<file path="config.mk">
export PLATFORM = sky130hd
export DESIGN_NAME = sup_uplink_port
export DESIGN_NICKNAME = d
export VERILOG_FILES = /design/src/rtl/sup_pkg.sv /design/src/rtl/sup_sync2.sv /design/src/rtl/sup_uplink_port.sv
export SDC_FILE = /design/constraint.sdc
export NUM_CORES = 1
export LEC_CHECK = 0
export BUFFER_PORTS_ARGS = -buffer_cell sky130_fd_sc_hd__clkbuf_2
export CAP_MARGIN = 20
export CORE_MARGIN = 3
export CORE_UTILIZATION = 45
export CTS_CLUSTER_DIAMETER = 200
export CTS_CLUSTER_SIZE = 40
export DETAILED_ROUTE_END_ITERATION = 10
export PLACE_DENSITY = 0.64
export SYNTH_ARGS = -nofsm -noshare
export SYNTH_HDL_FRONTEND = slang
export SYNTH_SLANG_ARGS = --single-unit
</file>
<file path="constraint.sdc">
create_clock -name core_clk_in -period 7 [get_ports core_clk_in]
set_input_delay 1.4 -clock core_clk_in [delete_from_list [all_inputs] [get_ports core_clk_in]]
set_output_delay 1.4 -clock core_clk_in [all_outputs]
set_load 0.01 [all_outputs]
</file>
<file path="src/rtl/sup_pkg.sv">
package sup_pkg;

	// ----------------------------------------
	// link timing
	// ----------------------------------------
	localparam int CORE_PERIOD_PS = 10000;
	localparam int MII10_PERIOD_PS = 400000;
	localparam int MII100_PERIOD_PS = 40000;
	localparam int GIG_PERIOD_PS = 8000;
	localparam int RMII_PERIOD_PS = 20000;

	// half period in core cycles, rounded down, never below one
	function automatic int half_cycles(input int period_ps);
		int c;
		c = period_ps / 2 / CORE_PERIOD_PS;
		return (c < 1) ? 1 : c;
	endfunction

	localparam logic [4:0] HALF_MII10 = 5'(half_cycles(MII10_PERIOD_PS));
	localparam logic [4:0] HALF_MII100 = 5'(half_cycles(MII100_PERIOD_PS));
	localparam logic [4:0] HALF_GIG = 5'(half_cycles(GIG_PERIOD_PS));
	localparam logic [4:0] HALF_RMII = 5'(half_cycles(RMII_PERIOD_PS));

	// each dibit is repeated on ten reference edges at 10 Mb/s
	localparam logic [3:0] RMII_REP_LAST = 4'h9;

	localparam logic ROLE_STRAP_MAC = 1'b1;

	// ----------------------------------------
	// types
	// ----------------------------------------
	typedef enum logic [1:0] {
		SUP_MODE_NIBBLE = 2'b00,
		SUP_MODE_BYTE = 2'b01,
		SUP_MODE_REDUCED = 2'b10,
		SUP_MODE_RMII = 2'b11
	} sup_mode_t;

	typedef enum logic [1:0] {
		SUP_SPD_10 = 2'b00,
		SUP_SPD_100 = 2'b01,
		SUP_SPD_1000 = 2'b10
	} sup_speed_t;

	typedef enum logic {
		SUP_OUT_IDLE = 1'b0,
		SUP_OUT_SEND = 1'b1
	} sup_out_state_t;

	typedef struct packed {
		logic err;
		logic [7:0] data;
	} sup_byte_t;

	typedef struct packed {
		sup_mode_t mode;
		sup_speed_t speed;
		logic full_duplex;
		logic rmii_clk_internal;
	} sup_cfg_t;

	localparam sup_cfg_t CFG_RESET = '{
		mode: SUP_MODE_NIBBLE,
		speed: SUP_SPD_100,
		full_duplex: 1'b1,
		rmii_clk_internal: 1'b0
	};

endpackage

</file>
<file path="src/rtl/sup_sync2.sv">
`timescale 1ns/1ps

// two-stage synchroniser; data flops only, no reset needed
module sup_sync2 #(
	parameter int WIDTH = 1
) (
	input wire logic clk_in,
	input wire logic [WIDTH-1:0] d_in,
	output logic [WIDTH-1:0] q_out
);

	logic [WIDTH-1:0] meta_q;
	logic [WIDTH-1:0] sync_q;

	always_ff @(posedge clk_in) begin
		meta_q <= d_in;
		sync_q <= meta_q;
	end

	assign q_out = sync_q;

endmodule

</file>
<file path="src/rtl/sup_uplink_port.sv">
`timescale 1ns/1ps

// Functional notes
// - reduced gigabit link runs at 125 MHz, data on both clock edges; the outbound clock generated here at gigabit is 50 MHz
// - reduced mode: four data lines, control multiplexed on the valid line
// - two-bit mode supports only 10 and 100 Mb/s
// - two-bit mode shares a 50 MHz reference, driven out or taken in
// - two-bit mode moves two bits per clock each direction
// - strap pin level selects MAC role or PHY role
// - nibble PHY role: tx pins are inputs, clocks and status are driven
// - nibble MAC role: rx pins carry our frames, clocks and status are inputs
// - nibble mode moves four bits per clock each direction
// - each direction carries a valid qualifier and an error indicator
// - nibble half duplex: collision asserted when frames overlap
// - byte mode runs at gigabit and full duplex only
// - byte mode moves eight bits per clock each direction
// - byte PHY role: tx clock, valid, error, data are inputs
// - byte MAC role: gigabit rx clock and rx pins are driven to the PHY
// - at 10/100 half duplex, collision is signalled during transmission
// - nibble clock 2.5 or 25 MHz, byte clock 125 MHz; the byte clock generated here is 50 MHz
module sup_uplink_port (
	input wire logic core_clk_in,
	input wire logic rst_n_in,
	input wire sup_pkg::sup_cfg_t cfg_in,
	input wire logic mac_phy_role_strap_in,
	input wire logic uplink_tx_valid_pin_in,
	input wire logic uplink_tx_error_pin_in,
	input wire logic [7:0] uplink_tx_data_pins_in,
	input wire logic uplink_tx_clock_pin_in,
	output logic uplink_tx_clock_pin_out,
	output logic uplink_tx_clock_pin_oe_n_out,
	input wire logic uplink_gig_tx_clock_pin_in,
	input wire logic uplink_rx_clock_pin_in,
	output logic uplink_rx_clock_pin_out,
	output logic uplink_rx_clock_pin_oe_n_out,
	output logic uplink_gig_rx_clock_pin_out,
	input wire logic uplink_collision_pin_in,
	output logic uplink_collision_pin_out,
	output logic uplink_collision_pin_oe_n_out,
	input wire logic uplink_carrier_pin_in,
	output logic uplink_carrier_pin_out,
	output logic uplink_carrier_pin_oe_n_out,
	output logic uplink_rx_valid_pin_out,
	output logic uplink_rx_error_pin_out,
	output logic [7:0] uplink_rx_data_pins_out,
	input wire logic out_valid_in,
	input wire sup_pkg::sup_byte_t out_byte_in,
	output logic out_taken_out,
	output sup_pkg::sup_byte_t in_byte_out,
	output logic in_byte_strobe_out,
	output logic in_frame_out,
	output logic role_mac_out,
	output logic cfg_error_out,
	output logic link_collision_out,
	output logic link_carrier_out
);

	// ----------------------------------------
	// input synchronisers
	// ----------------------------------------
	localparam int SW = 16 + $bits(sup_pkg::sup_cfg_t);
	logic [SW-1:0] raw_w;
	logic [SW-1:0] syn_w;
	sup_pkg::sup_cfg_t cfg_s;
	logic strap_s, txc_s, gtxc_s, rxc_s, col_s, crs_s, txv_s, txe_s;
	logic [7:0] txd_s;

	assign raw_w = {cfg_in, mac_phy_role_strap_in, uplink_tx_clock_pin_in, uplink_gig_tx_clock_pin_in,
		uplink_rx_clock_pin_in, uplink_collision_pin_in, uplink_carrier_pin_in, uplink_tx_valid_pin_in,
		uplink_tx_error_pin_in, uplink_tx_data_pins_in};

	sup_sync2 #(.WIDTH(SW)) u_sync (
		.clk_in(core_clk_in),
		.d_in(raw_w),
		.q_out(syn_w)
	);

	assign {cfg_s, strap_s, txc_s, gtxc_s, rxc_s, col_s, crs_s, txv_s, txe_s, txd_s} = syn_w;

	// ----------------------------------------
	// role strap and configuration
	// ----------------------------------------
	logic role_mac_q, strap_taken_q, cfg_err_q;
	sup_pkg::sup_cfg_t cfg_q;

	always_ff @(posedge core_clk_in) begin
		if (!rst_n_in) begin
			strap_taken_q <= 1'b0;
			role_mac_q <= 1'b0;
		end else if (!strap_taken_q) begin
			strap_taken_q <= 1'b1;
			role_mac_q <= (strap_s == sup_pkg::ROLE_STRAP_MAC);
		end
	end

	logic m_nib, m_byte, m_red, m_rmii, gig, slow, half_dup, cfg_bad, cfg_chg, run;

	assign m_nib = (cfg_q.mode == sup_pkg::SUP_MODE_NIBBLE);
	assign m_byte = (cfg_q.mode == sup_pkg::SUP_MODE_BYTE);
	assign m_red = (cfg_q.mode == sup_pkg::SUP_MODE_REDUCED);
	assign m_rmii = (cfg_q.mode == sup_pkg::SUP_MODE_RMII);
	assign gig = (cfg_q.speed == sup_pkg::SUP_SPD_1000);
	assign slow = m_rmii && (cfg_q.speed == sup_pkg::SUP_SPD_10);
	assign half_dup = !cfg_q.full_duplex && !gig;
	assign cfg_bad = (m_rmii && gig)
		|| (m_byte && (!gig || !cfg_q.full_duplex))
		|| (m_nib && gig)
		|| (cfg_q.speed == 2'b11);
	assign cfg_chg = (cfg_s != cfg_q);
	assign run = strap_taken_q && !cfg_err_q;

	always_ff @(posedge core_clk_in) begin
		if (!rst_n_in) begin
			cfg_q <= sup_pkg::CFG_RESET;
			cfg_err_q <= 1'b0;
		end else begin
			cfg_q <= cfg_s;
			cfg_err_q <= cfg_bad;
		end
	end

	// ----------------------------------------
	// link clock generator
	// ----------------------------------------
	logic [4:0] half_cnt, div_cnt_q;
	logic gen_clk_q, gen_d1_q, gen_d2_q;

	always_comb begin
		case (cfg_q.mode)
			sup_pkg::SUP_MODE_RMII: half_cnt = sup_pkg::HALF_RMII;
			sup_pkg::SUP_MODE_BYTE: half_cnt = sup_pkg::HALF_GIG;
			sup_pkg::SUP_MODE_REDUCED: half_cnt = gig ? sup_pkg::HALF_GIG : sup_pkg::HALF_MII100;
			default: half_cnt = (cfg_q.speed == sup_pkg::SUP_SPD_10) ? sup_pkg::HALF_MII10 : sup_pkg::HALF_MII100;
		endcase
	end

	always_ff @(posedge core_clk_in) begin
		if (!rst_n_in || cfg_chg) begin
			div_cnt_q <= 5'h00;
			gen_clk_q <= 1'b0;
		end else if (div_cnt_q >= half_cnt - 5'h01) begin
			div_cnt_q <= 5'h00;
			gen_clk_q <= ~gen_clk_q;
		end else begin
			div_cnt_q <= div_cnt_q + 5'h01;
		end
	end

	// delayed copy lines our own clock up with what the partner sees through the pin synchronisers
	always_ff @(posedge core_clk_in) begin
		if (!rst_n_in) begin
			gen_d1_q <= 1'b0;
			gen_d2_q <= 1'b0;
		end else begin
			gen_d1_q <= gen_clk_q;
			gen_d2_q <= gen_d1_q;
		end
	end

	// ----------------------------------------
	// clock selection and edges
	// ----------------------------------------
	logic in_ext, out_ext, in_lvl, out_lvl, in_prev_q, out_prev_q;
	logic in_rise, in_fall, out_rise, out_fall;

	assign in_ext = (m_nib && role_mac_q) || m_byte || m_red || (m_rmii && !cfg_q.rmii_clk_internal);
	assign out_ext = (m_nib && role_mac_q) || (m_rmii && !cfg_q.rmii_clk_internal);
	assign in_lvl = !in_ext ? gen_d2_q : ((m_byte || m_red) ? gtxc_s : txc_s);
	assign out_lvl = !out_ext ? gen_clk_q : (m_rmii ? txc_s : rxc_s);

	always_ff @(posedge core_clk_in) begin
		if (!rst_n_in) begin
			in_prev_q <= 1'b0;
			out_prev_q <= 1'b0;
		end else begin
			in_prev_q <= in_lvl;
			out_prev_q <= out_lvl;
		end
	end

	assign in_rise = in_lvl && !in_prev_q;
	assign in_fall = !in_lvl && in_prev_q;
	assign out_rise = out_lvl && !out_prev_q;
	assign out_fall = !out_lvl && out_prev_q;

	logic [3:0] in_rep_q, out_rep_q;

	always_ff @(posedge core_clk_in) begin
		if (!rst_n_in) begin
			in_rep_q <= 4'h0;
			out_rep_q <= 4'h0;
		end else begin
			if (in_rise) begin
				in_rep_q <= (slow && in_rep_q != sup_pkg::RMII_REP_LAST) ? in_rep_q + 4'h1 : 4'h0;
			end
			if (out_fall) begin
				out_rep_q <= (slow && out_rep_q != sup_pkg::RMII_REP_LAST) ? out_rep_q + 4'h1 : 4'h0;
			end
		end
	end

	// ----------------------------------------
	// inbound path: tx pins to user
	// ----------------------------------------
	logic [1:0] last_slot, islot_q;
	logic [7:0] asm_q, asm_next;
	logic in_take, in_err_bit, in_err_q, ctl_rise_q, in_frame_q, in_strobe_q;
	sup_pkg::sup_byte_t in_byte_q;

	assign last_slot = m_rmii ? 2'h3 : (m_byte ? 2'h0 : 2'h1);
	assign in_take = in_rise && (!slow || in_rep_q == 4'h0);
	assign in_err_bit = m_nib && txe_s;
	assign asm_next = m_rmii ? {txd_s[1:0], asm_q[7:2]} : {txd_s[3:0], asm_q[7:4]};

	always_ff @(posedge core_clk_in) begin
		if (!rst_n_in || !run) begin
			in_frame_q <= 1'b0;
			in_strobe_q <= 1'b0;
			in_byte_q <= '0;
			asm_q <= 8'h00;
			islot_q <= 2'h0;
			in_err_q <= 1'b0;
			ctl_rise_q <= 1'b0;
		end else begin
			in_strobe_q <= 1'b0;
			case (cfg_q.mode)
				sup_pkg::SUP_MODE_BYTE: begin
					if (in_rise) begin
						in_frame_q <= txv_s;
						if (txv_s) begin
							in_byte_q <= '{err: txe_s, data: txd_s};
							in_strobe_q <= 1'b1;
						end
					end
				end
				sup_pkg::SUP_MODE_REDUCED: begin
					if (in_rise) begin
						asm_q <= {4'h0, txd_s[3:0]};
						ctl_rise_q <= txv_s;
					end
					if (in_fall) begin
						in_frame_q <= ctl_rise_q;
						if (ctl_rise_q) begin
							in_byte_q <= '{err: ctl_rise_q ^ txv_s, data: {txd_s[3:0], asm_q[3:0]}};
							in_strobe_q <= 1'b1;
						end
					end
				end
				default: begin
					if (in_take) begin
						in_frame_q <= txv_s;
						if (!txv_s) begin
							islot_q <= 2'h0;
							in_err_q <= 1'b0;
						end else if (islot_q == last_slot) begin
							in_byte_q <= '{err: in_err_q | in_err_bit, data: asm_next};
							in_strobe_q <= 1'b1;
							islot_q <= 2'h0;
							in_err_q <= 1'b0;
						end else begin
							asm_q <= asm_next;
							islot_q <= islot_q + 2'h1;
							in_err_q <= in_err_q | in_err_bit;
						end
					end
				end
			endcase
		end
	end

	// ----------------------------------------
	// outbound path: user to rx pins
	// ----------------------------------------
	function automatic logic [7:0] piece(input logic [7:0] b, input sup_pkg::sup_mode_t m);
		case (m)
			sup_pkg::SUP_MODE_BYTE: piece = b;
			sup_pkg::SUP_MODE_RMII: piece = {6'h00, b[1:0]};
			default: piece = {4'h0, b[3:0]};
		endcase
	endfunction

	function automatic logic [7:0] rest(input logic [7:0] b, input sup_pkg::sup_mode_t m);
		case (m)
			sup_pkg::SUP_MODE_BYTE: rest = 8'h00;
			sup_pkg::SUP_MODE_RMII: rest = {2'h0, b[7:2]};
			default: rest = {4'h0, b[7:4]};
		endcase
	endfunction

	sup_pkg::sup_out_state_t out_st_q;
	logic [1:0] oslot_q;
	logic [7:0] sh_q, rxd_q;
	logic oerr_q, rxv_q, rxe_q, taken_q, launch;

	assign launch = m_red ? ((oslot_q == 2'h0) ? out_fall : out_rise)
		: (out_fall && (!slow || out_rep_q == 4'h0));

	always_ff @(posedge core_clk_in) begin
		if (!rst_n_in || !run) begin
			out_st_q <= sup_pkg::SUP_OUT_IDLE;
			oslot_q <= 2'h0;
			sh_q <= 8'h00;
			oerr_q <= 1'b0;
			rxv_q <= 1'b0;
			rxe_q <= 1'b0;
			rxd_q <= 8'h00;
			taken_q <= 1'b0;
		end else begin
			taken_q <= 1'b0;
			if (launch && oslot_q == 2'h0) begin
				if (out_valid_in) begin
					out_st_q <= sup_pkg::SUP_OUT_SEND;
					taken_q <= 1'b1;
					oerr_q <= out_byte_in.err;
					rxv_q <= 1'b1;
					rxe_q <= out_byte_in.err && !m_red;
					rxd_q <= piece(out_byte_in.data, cfg_q.mode);
					sh_q <= rest(out_byte_in.data, cfg_q.mode);
					oslot_q <= (last_slot == 2'h0) ? 2'h0 : 2'h1;
				end else begin
					out_st_q <= sup_pkg::SUP_OUT_IDLE;
					rxv_q <= 1'b0;
					rxe_q <= 1'b0;
					rxd_q <= 8'h00;
				end
			end else if (launch) begin
				rxd_q <= piece(sh_q, cfg_q.mode);
				sh_q <= rest(sh_q, cfg_q.mode);
				oslot_q <= (oslot_q == last_slot) ? 2'h0 : oslot_q + 2'h1;
				if (m_red) begin
					rxv_q <= !oerr_q;
				end
			end
		end
	end

	// ----------------------------------------
	// pin directions, collision and carrier
	// ----------------------------------------
	logic phy_sense, txc_oe_n_q, rxc_oe_n_q, sense_oe_n_q, col_q, crs_q, lcol_q, lcrs_q, sending;

	// no two-way pin is driven until the strap has told us which side we are on
	assign phy_sense = strap_taken_q && !role_mac_q && (m_nib || m_byte);
	assign sending = (out_st_q == sup_pkg::SUP_OUT_SEND);

	always_ff @(posedge core_clk_in) begin
		if (!rst_n_in) begin
			txc_oe_n_q <= 1'b1;
			rxc_oe_n_q <= 1'b1;
			sense_oe_n_q <= 1'b1;
		end else begin
			txc_oe_n_q <= !(strap_taken_q && m_nib && !role_mac_q);
			rxc_oe_n_q <= !(strap_taken_q && ((m_nib && !role_mac_q) || (m_rmii && cfg_q.rmii_clk_internal)));
			sense_oe_n_q <= !phy_sense;
		end
	end

	always_ff @(posedge core_clk_in) begin
		if (!rst_n_in) begin
			col_q <= 1'b0;
			crs_q <= 1'b0;
			lcol_q <= 1'b0;
			lcrs_q <= 1'b0;
		end else begin
			col_q <= phy_sense && half_dup && in_frame_q && sending;
			crs_q <= phy_sense && (sending || (half_dup && in_frame_q));
			lcol_q <= role_mac_q && (m_nib || m_byte) && col_s;
			lcrs_q <= role_mac_q && (m_nib || m_byte) && crs_s;
		end
	end

	// ----------------------------------------
	// outputs
	// ----------------------------------------
	assign uplink_tx_clock_pin_out = gen_clk_q;
	assign uplink_rx_clock_pin_out = gen_clk_q;
	assign uplink_gig_rx_clock_pin_out = gen_clk_q;
	assign uplink_tx_clock_pin_oe_n_out = txc_oe_n_q;
	assign uplink_rx_clock_pin_oe_n_out = rxc_oe_n_q;
	assign uplink_collision_pin_out = col_q;
	assign uplink_collision_pin_oe_n_out = sense_oe_n_q;
	assign uplink_carrier_pin_out = crs_q;
	assign uplink_carrier_pin_oe_n_out = sense_oe_n_q;
	assign uplink_rx_valid_pin_out = rxv_q;
	assign uplink_rx_error_pin_out = rxe_q;
	assign uplink_rx_data_pins_out = rxd_q;
	assign out_taken_out = taken_q;
	assign in_byte_out = in_byte_q;
	assign in_byte_strobe_out = in_strobe_q;
	assign in_frame_out = in_frame_q;
	assign role_mac_out = role_mac_q;
	assign cfg_error_out = cfg_err_q;
	assign link_collision_out = lcol_q;
	assign link_carrier_out = lcrs_q;

	// ----------------------------------------
	// assertions
	// ----------------------------------------
	a_role_strap_hold: assert property (@(posedge core_clk_in) disable iff (!rst_n_in)
		$past(strap_taken_q) |-> $stable(role_mac_q))
		else $error("role changed after strap capture");

	a_bad_cfg_idle: assert property (@(posedge core_clk_in) disable iff (!rst_n_in)
		cfg_err_q |=> !in_byte_strobe_out && !uplink_rx_valid_pin_out && !out_taken_out)
		else $error("traffic moved under an illegal configuration");

	a_gig_no_col: assert property (@(posedge core_clk_in) disable iff (!rst_n_in)
		gig |=> !uplink_collision_pin_out)
		else $error("collision driven at gigabit");

	a_col_overlap: assert property (@(posedge core_clk_in) disable iff (!rst_n_in)
		(phy_sense && half_dup && in_frame_q && sending) |=> uplink_collision_pin_out)
		else $error("overlap without collision");

	a_clk_half_25: assert property (@(posedge core_clk_in) disable iff (!rst_n_in)
		($changed(gen_clk_q) && m_nib && cfg_q.speed == sup_pkg::SUP_SPD_100 && !cfg_chg) ##1 !cfg_chg
		|-> $stable(gen_clk_q) ##1 $changed(gen_clk_q))
		else $error("nibble clock half period wrong");

	a_phy_clk_drive: assert property (@(posedge core_clk_in) disable iff (!rst_n_in)
		(strap_taken_q && !role_mac_q && m_nib) |=> !uplink_tx_clock_pin_oe_n_out && !uplink_rx_clock_pin_oe_n_out
		&& !uplink_collision_pin_oe_n_out)
		else $error("phy role not driving clocks");

	a_mac_clk_input: assert property (@(posedge core_clk_in) disable iff (!rst_n_in)
		(role_mac_q && m_nib) |=> uplink_tx_clock_pin_oe_n_out && uplink_rx_clock_pin_oe_n_out
		&& uplink_carrier_pin_oe_n_out)
		else $error("mac role driving partner pins");

	a_rmii_ref_dir: assert property (@(posedge core_clk_in) disable iff (!rst_n_in)
		m_rmii |=> (uplink_rx_clock_pin_oe_n_out == !$past(cfg_q.rmii_clk_internal))
		&& uplink_tx_clock_pin_oe_n_out)
		else $error("reference clock direction wrong");

	a_byte_capture: assert property (@(posedge core_clk_in) disable iff (!rst_n_in)
		(run && m_byte && in_rise && txv_s) |=> in_byte_strobe_out && in_byte_out.data == $past(txd_s))
		else $error("byte not captured on its edge");

endmodule

</file>
==> flow_summary.toml <==
[power]
powerDensity_nw_per_um2 = 284.2
peakVddDrop_mv = 0.1675
power_leakage_uw = 0.002365

[timing]
finalCritPeriodShare = 0.4889
rsz0062_at_grt = "false"
setup_slack_ns = 3.578
finalHoldViolCount = 0
fin_crit_ns = 3.422
clock.fmax_ghz = 0.2922
worst_pin_slew_ns = 1.019
relSlewSlack = 0.3174
skew_ns = 0.009882
tns_ns = 0
setup_viol = 0
hold-worst-slack_ns = 0.3251
slew_violations = 0

[yosys]
synth_warnings = 0
synthCells = 526
synth_top_family_by_area = "compound AO/OA/AOI/OAI gates"
synthSimpleGateAreaFrac = 0.1680
synthTopCellsByCount = "122 x dfxtp_1, 47 x nor2_1, 46 x nand2_1"
synth-seq-cells = 122
synthMuxAreaShare = 0.04001
synth_edf_count = 0
synth.area.top_cells = "dfxtp_1 49%, ha_1 5.3%, mux2i_1 4.0%"
syn-cell-area_um2 = 5004
yosysSeqAreaShare = 0.4881
synth_compound_area_frac = 0.1680
synth-adder-area-share = 0.05251
synth_xor_area_frac = 0.03676
synth_most_common_cell = "dfxtp_1"
ys_types = 57
avgSynthCellArea_um2 = 9.512
synthesis.nets = 581
synth_top_area_frac = 0.4881
synth_top_cell_by_area = "dfxtp_1"
synth_ff_type = "dfxtp_1"
synthArstFlopShare = 0

[floorplanning]
die_y_um = 111.4
fp.dieArea_um2 = 12420
die_w_um = 111.4
rows = 37
ios = 69
core_area_um2 = 10560
initial_core_util = 0.4740

[clock_tree]
clk_latency_ns = 0.52
hold_buffers = 0
htree_levels = 4
post_cts_resized = 0
cts_tree = "yes"
cts_setup_buffers = 0
cts_buffer_depth = 2
clock_sinks = 122
numCtsBuffers = 17
path_clk_slew_ns = 0.06
ctsRootBufferMaster = "clkbuf_8"

[drt]
viasPerCell = 5.347
drcViolationCount = 0
via_count = 3925
postRouteAntennaNets = 0
wl_per_cell_um = 14.80
drt_iter0_drc = 239
dr.pass1.iters = 4
totalWireLength_um = 10860

[setup_path]
cp.required_ns = 7.40
critPathTopFamily = "adder cells"
max_stage_delay_ns = 0.84
cp_max_fo = 23
critPathSlowestCell = "ha_1"
cp_common_cell = "ha_1"
path_buf_inv = 2
cp.arrival_ns = 3.83
crit_path_start_kind = "flip-flop"
critPathKind = "flip-flop to flip-flop"
setup.worst_path.end_class = "flip-flop"
worstPathCellList = "inv_1 -> ha_1 -> inv_1 -> o31a_1 -> ha_1 -> ha_1 -> a21o_1 -> a21oi_1 -> o21ai_0 -> xor2_1 -> and2_1"

[hold_path]
hold_path.class = "flip-flop to flip-flop"

[place]
hpwl_um = 7502
port_buffers = 68
gp_congestion = 0.8980
dp_cells = 702
dpl_worst_slack_ns = 3.602

[global_routing]
grtUsageMet3 = 0.05761
grt_overflow = 0
grt_max_degree = 34
top_usage_layer = "met2"
antenna_found_initial = 0
groute.layer.met1.usage = 0.2322
track_usage = 0.1785
grt_pass1_vias = 3717
grt_first_pass_wirelength_um = 18150
grt_use_met2 = 0.2839

[run]
maxCapViolCount = 0

[final_layout]
fin_util = 0.5652
nets = 640
n_antenna_cell = 0
finalNonFillerCells = 734
area_growth_pct = 19.23
drive_gt1_frac = 0.1923

[run_status]
status = "finished, final reports clean"
-- per-stage QoR --
stage / area (um^2) / total power [uW]
2_1_floorplan: 5004 / 837.7
5_1_grt: 5966 / 1768
4_1_cts: 5966 / 1714
3_5_place_dp: 5390 / 874.7
3_3_place_gp: 5390 / 871.5
6_report: 5966 / 1696
-- worst register-to-register path, cell delays in order (launching register included) --
cell and delay (ns):
dfxtp_1 0.35, inv_1 0.12, ha_1 0.84, inv_1 0.29
o31a_1 0.37, ha_1 0.29, ha_1 0.28, a21o_1 0.16
a21oi_1 0.17, o21ai_0 0.13, xor2_1 0.15, and2_1 0.15
-- flip-flops by register name, summed over array words and instances, names as in the netlist, 4 cells and up --
register	count
asm_q	8
cfg_q	6
div_cnt_q	5
in_byte_out	9
in_rep_q	4
out_rep_q	4
sh_q	6
u_sync.meta_q	22
u_sync.q_out	22
uplink_rx_data_pins_out	8
-- area by class of cell --
class | count | area [um^2]
multi-input combinational | 350 | 2328
clock buffer | 18 | 427.9
sequential | 122 | 2442
fill | 925 | 4589
inverter | 23 | 86.33
clock inverter | 14 | 147.6
tap | 136 | 170.2
timing repair buffer | 71 | 362.8
-- worst paths after layout --
check	from	endpoint	slack, ns	depth (start not counted)
setup / recovery	cfg_q[4]$_SDFF_PN0_	uplink_gig_rx_clock_pin_out$_SDFFE_PP0P_	3.58	11
hold / removal	u_sync.meta_q[20]$_DFF_P_	u_sync.q_out[20]$_DFF_P_	0.33	0
setup reg to reg	cfg_q[4]$_SDFF_PN0_	uplink_gig_rx_clock_pin_out$_SDFFE_PP0P_	3.58	11
hold reg to reg	u_sync.meta_q[20]$_DFF_P_	u_sync.q_out[20]$_DFF_P_	0.33	0
-- kinds of logic after synthesis --
logic type,Yosys count
xor gates and xnor gates,21
muxes,20
adders and majority gates,21
AOI/OAI and AO/OA,117
buffers and inverters,54
and+or+nand+nor,171
DFF,122
-- metal layers --
metal | part of all wire | vias to the layer above
li1 | - | 1972
met1 | 0.46 | 1831
met2 | 0.47 | 112
met3 | 0.057 | 10
met4 | 0.0094 | 0
met5 | 0 | -
-- placed cells by master (no fill, tap or decap), types with 3 or more instances in the layout --
cell and count:
dfxtp_1 122, clkbuf_2 68, nor2_1 47, nand2_1 46, a21oi_1 29, inv_1 23
o21ai_0 23, ha_1 21, mux2i_1 20, nand3_1 18, clkbuf_16 16, a221oi_1 14
nor2b_1 11, xor2_1 11, and2_1 10, nor3_1 10, xnor2_1 10, a31oi_1 6
a32oi_1 5, a22oi_1 5, clkinvlp_4 5, a21o_1 4, nor3b_1 4, nand2b_1 4
o31ai_1 4, nand4_1 4, a211o_1 3, o211ai_1 3, and3_1 3, a211oi_1 3
o41ai_1 3, clkinv_2 3, buf_4 3
-- power breakdown --
| part | leakage, uW | internal, uW | switching (uW) |
|---|---|---|---|
| Sequential | 0.00100 | 717 | 15.7 |
| Combinational | 0.00109 | 48.8 | 78.4 |
| Clock | 0.000270 | 516 | 319 |
| Total | 0.00237 | 1280 | 413 |
No activity file was read; power rests on OpenSTA's default activity.
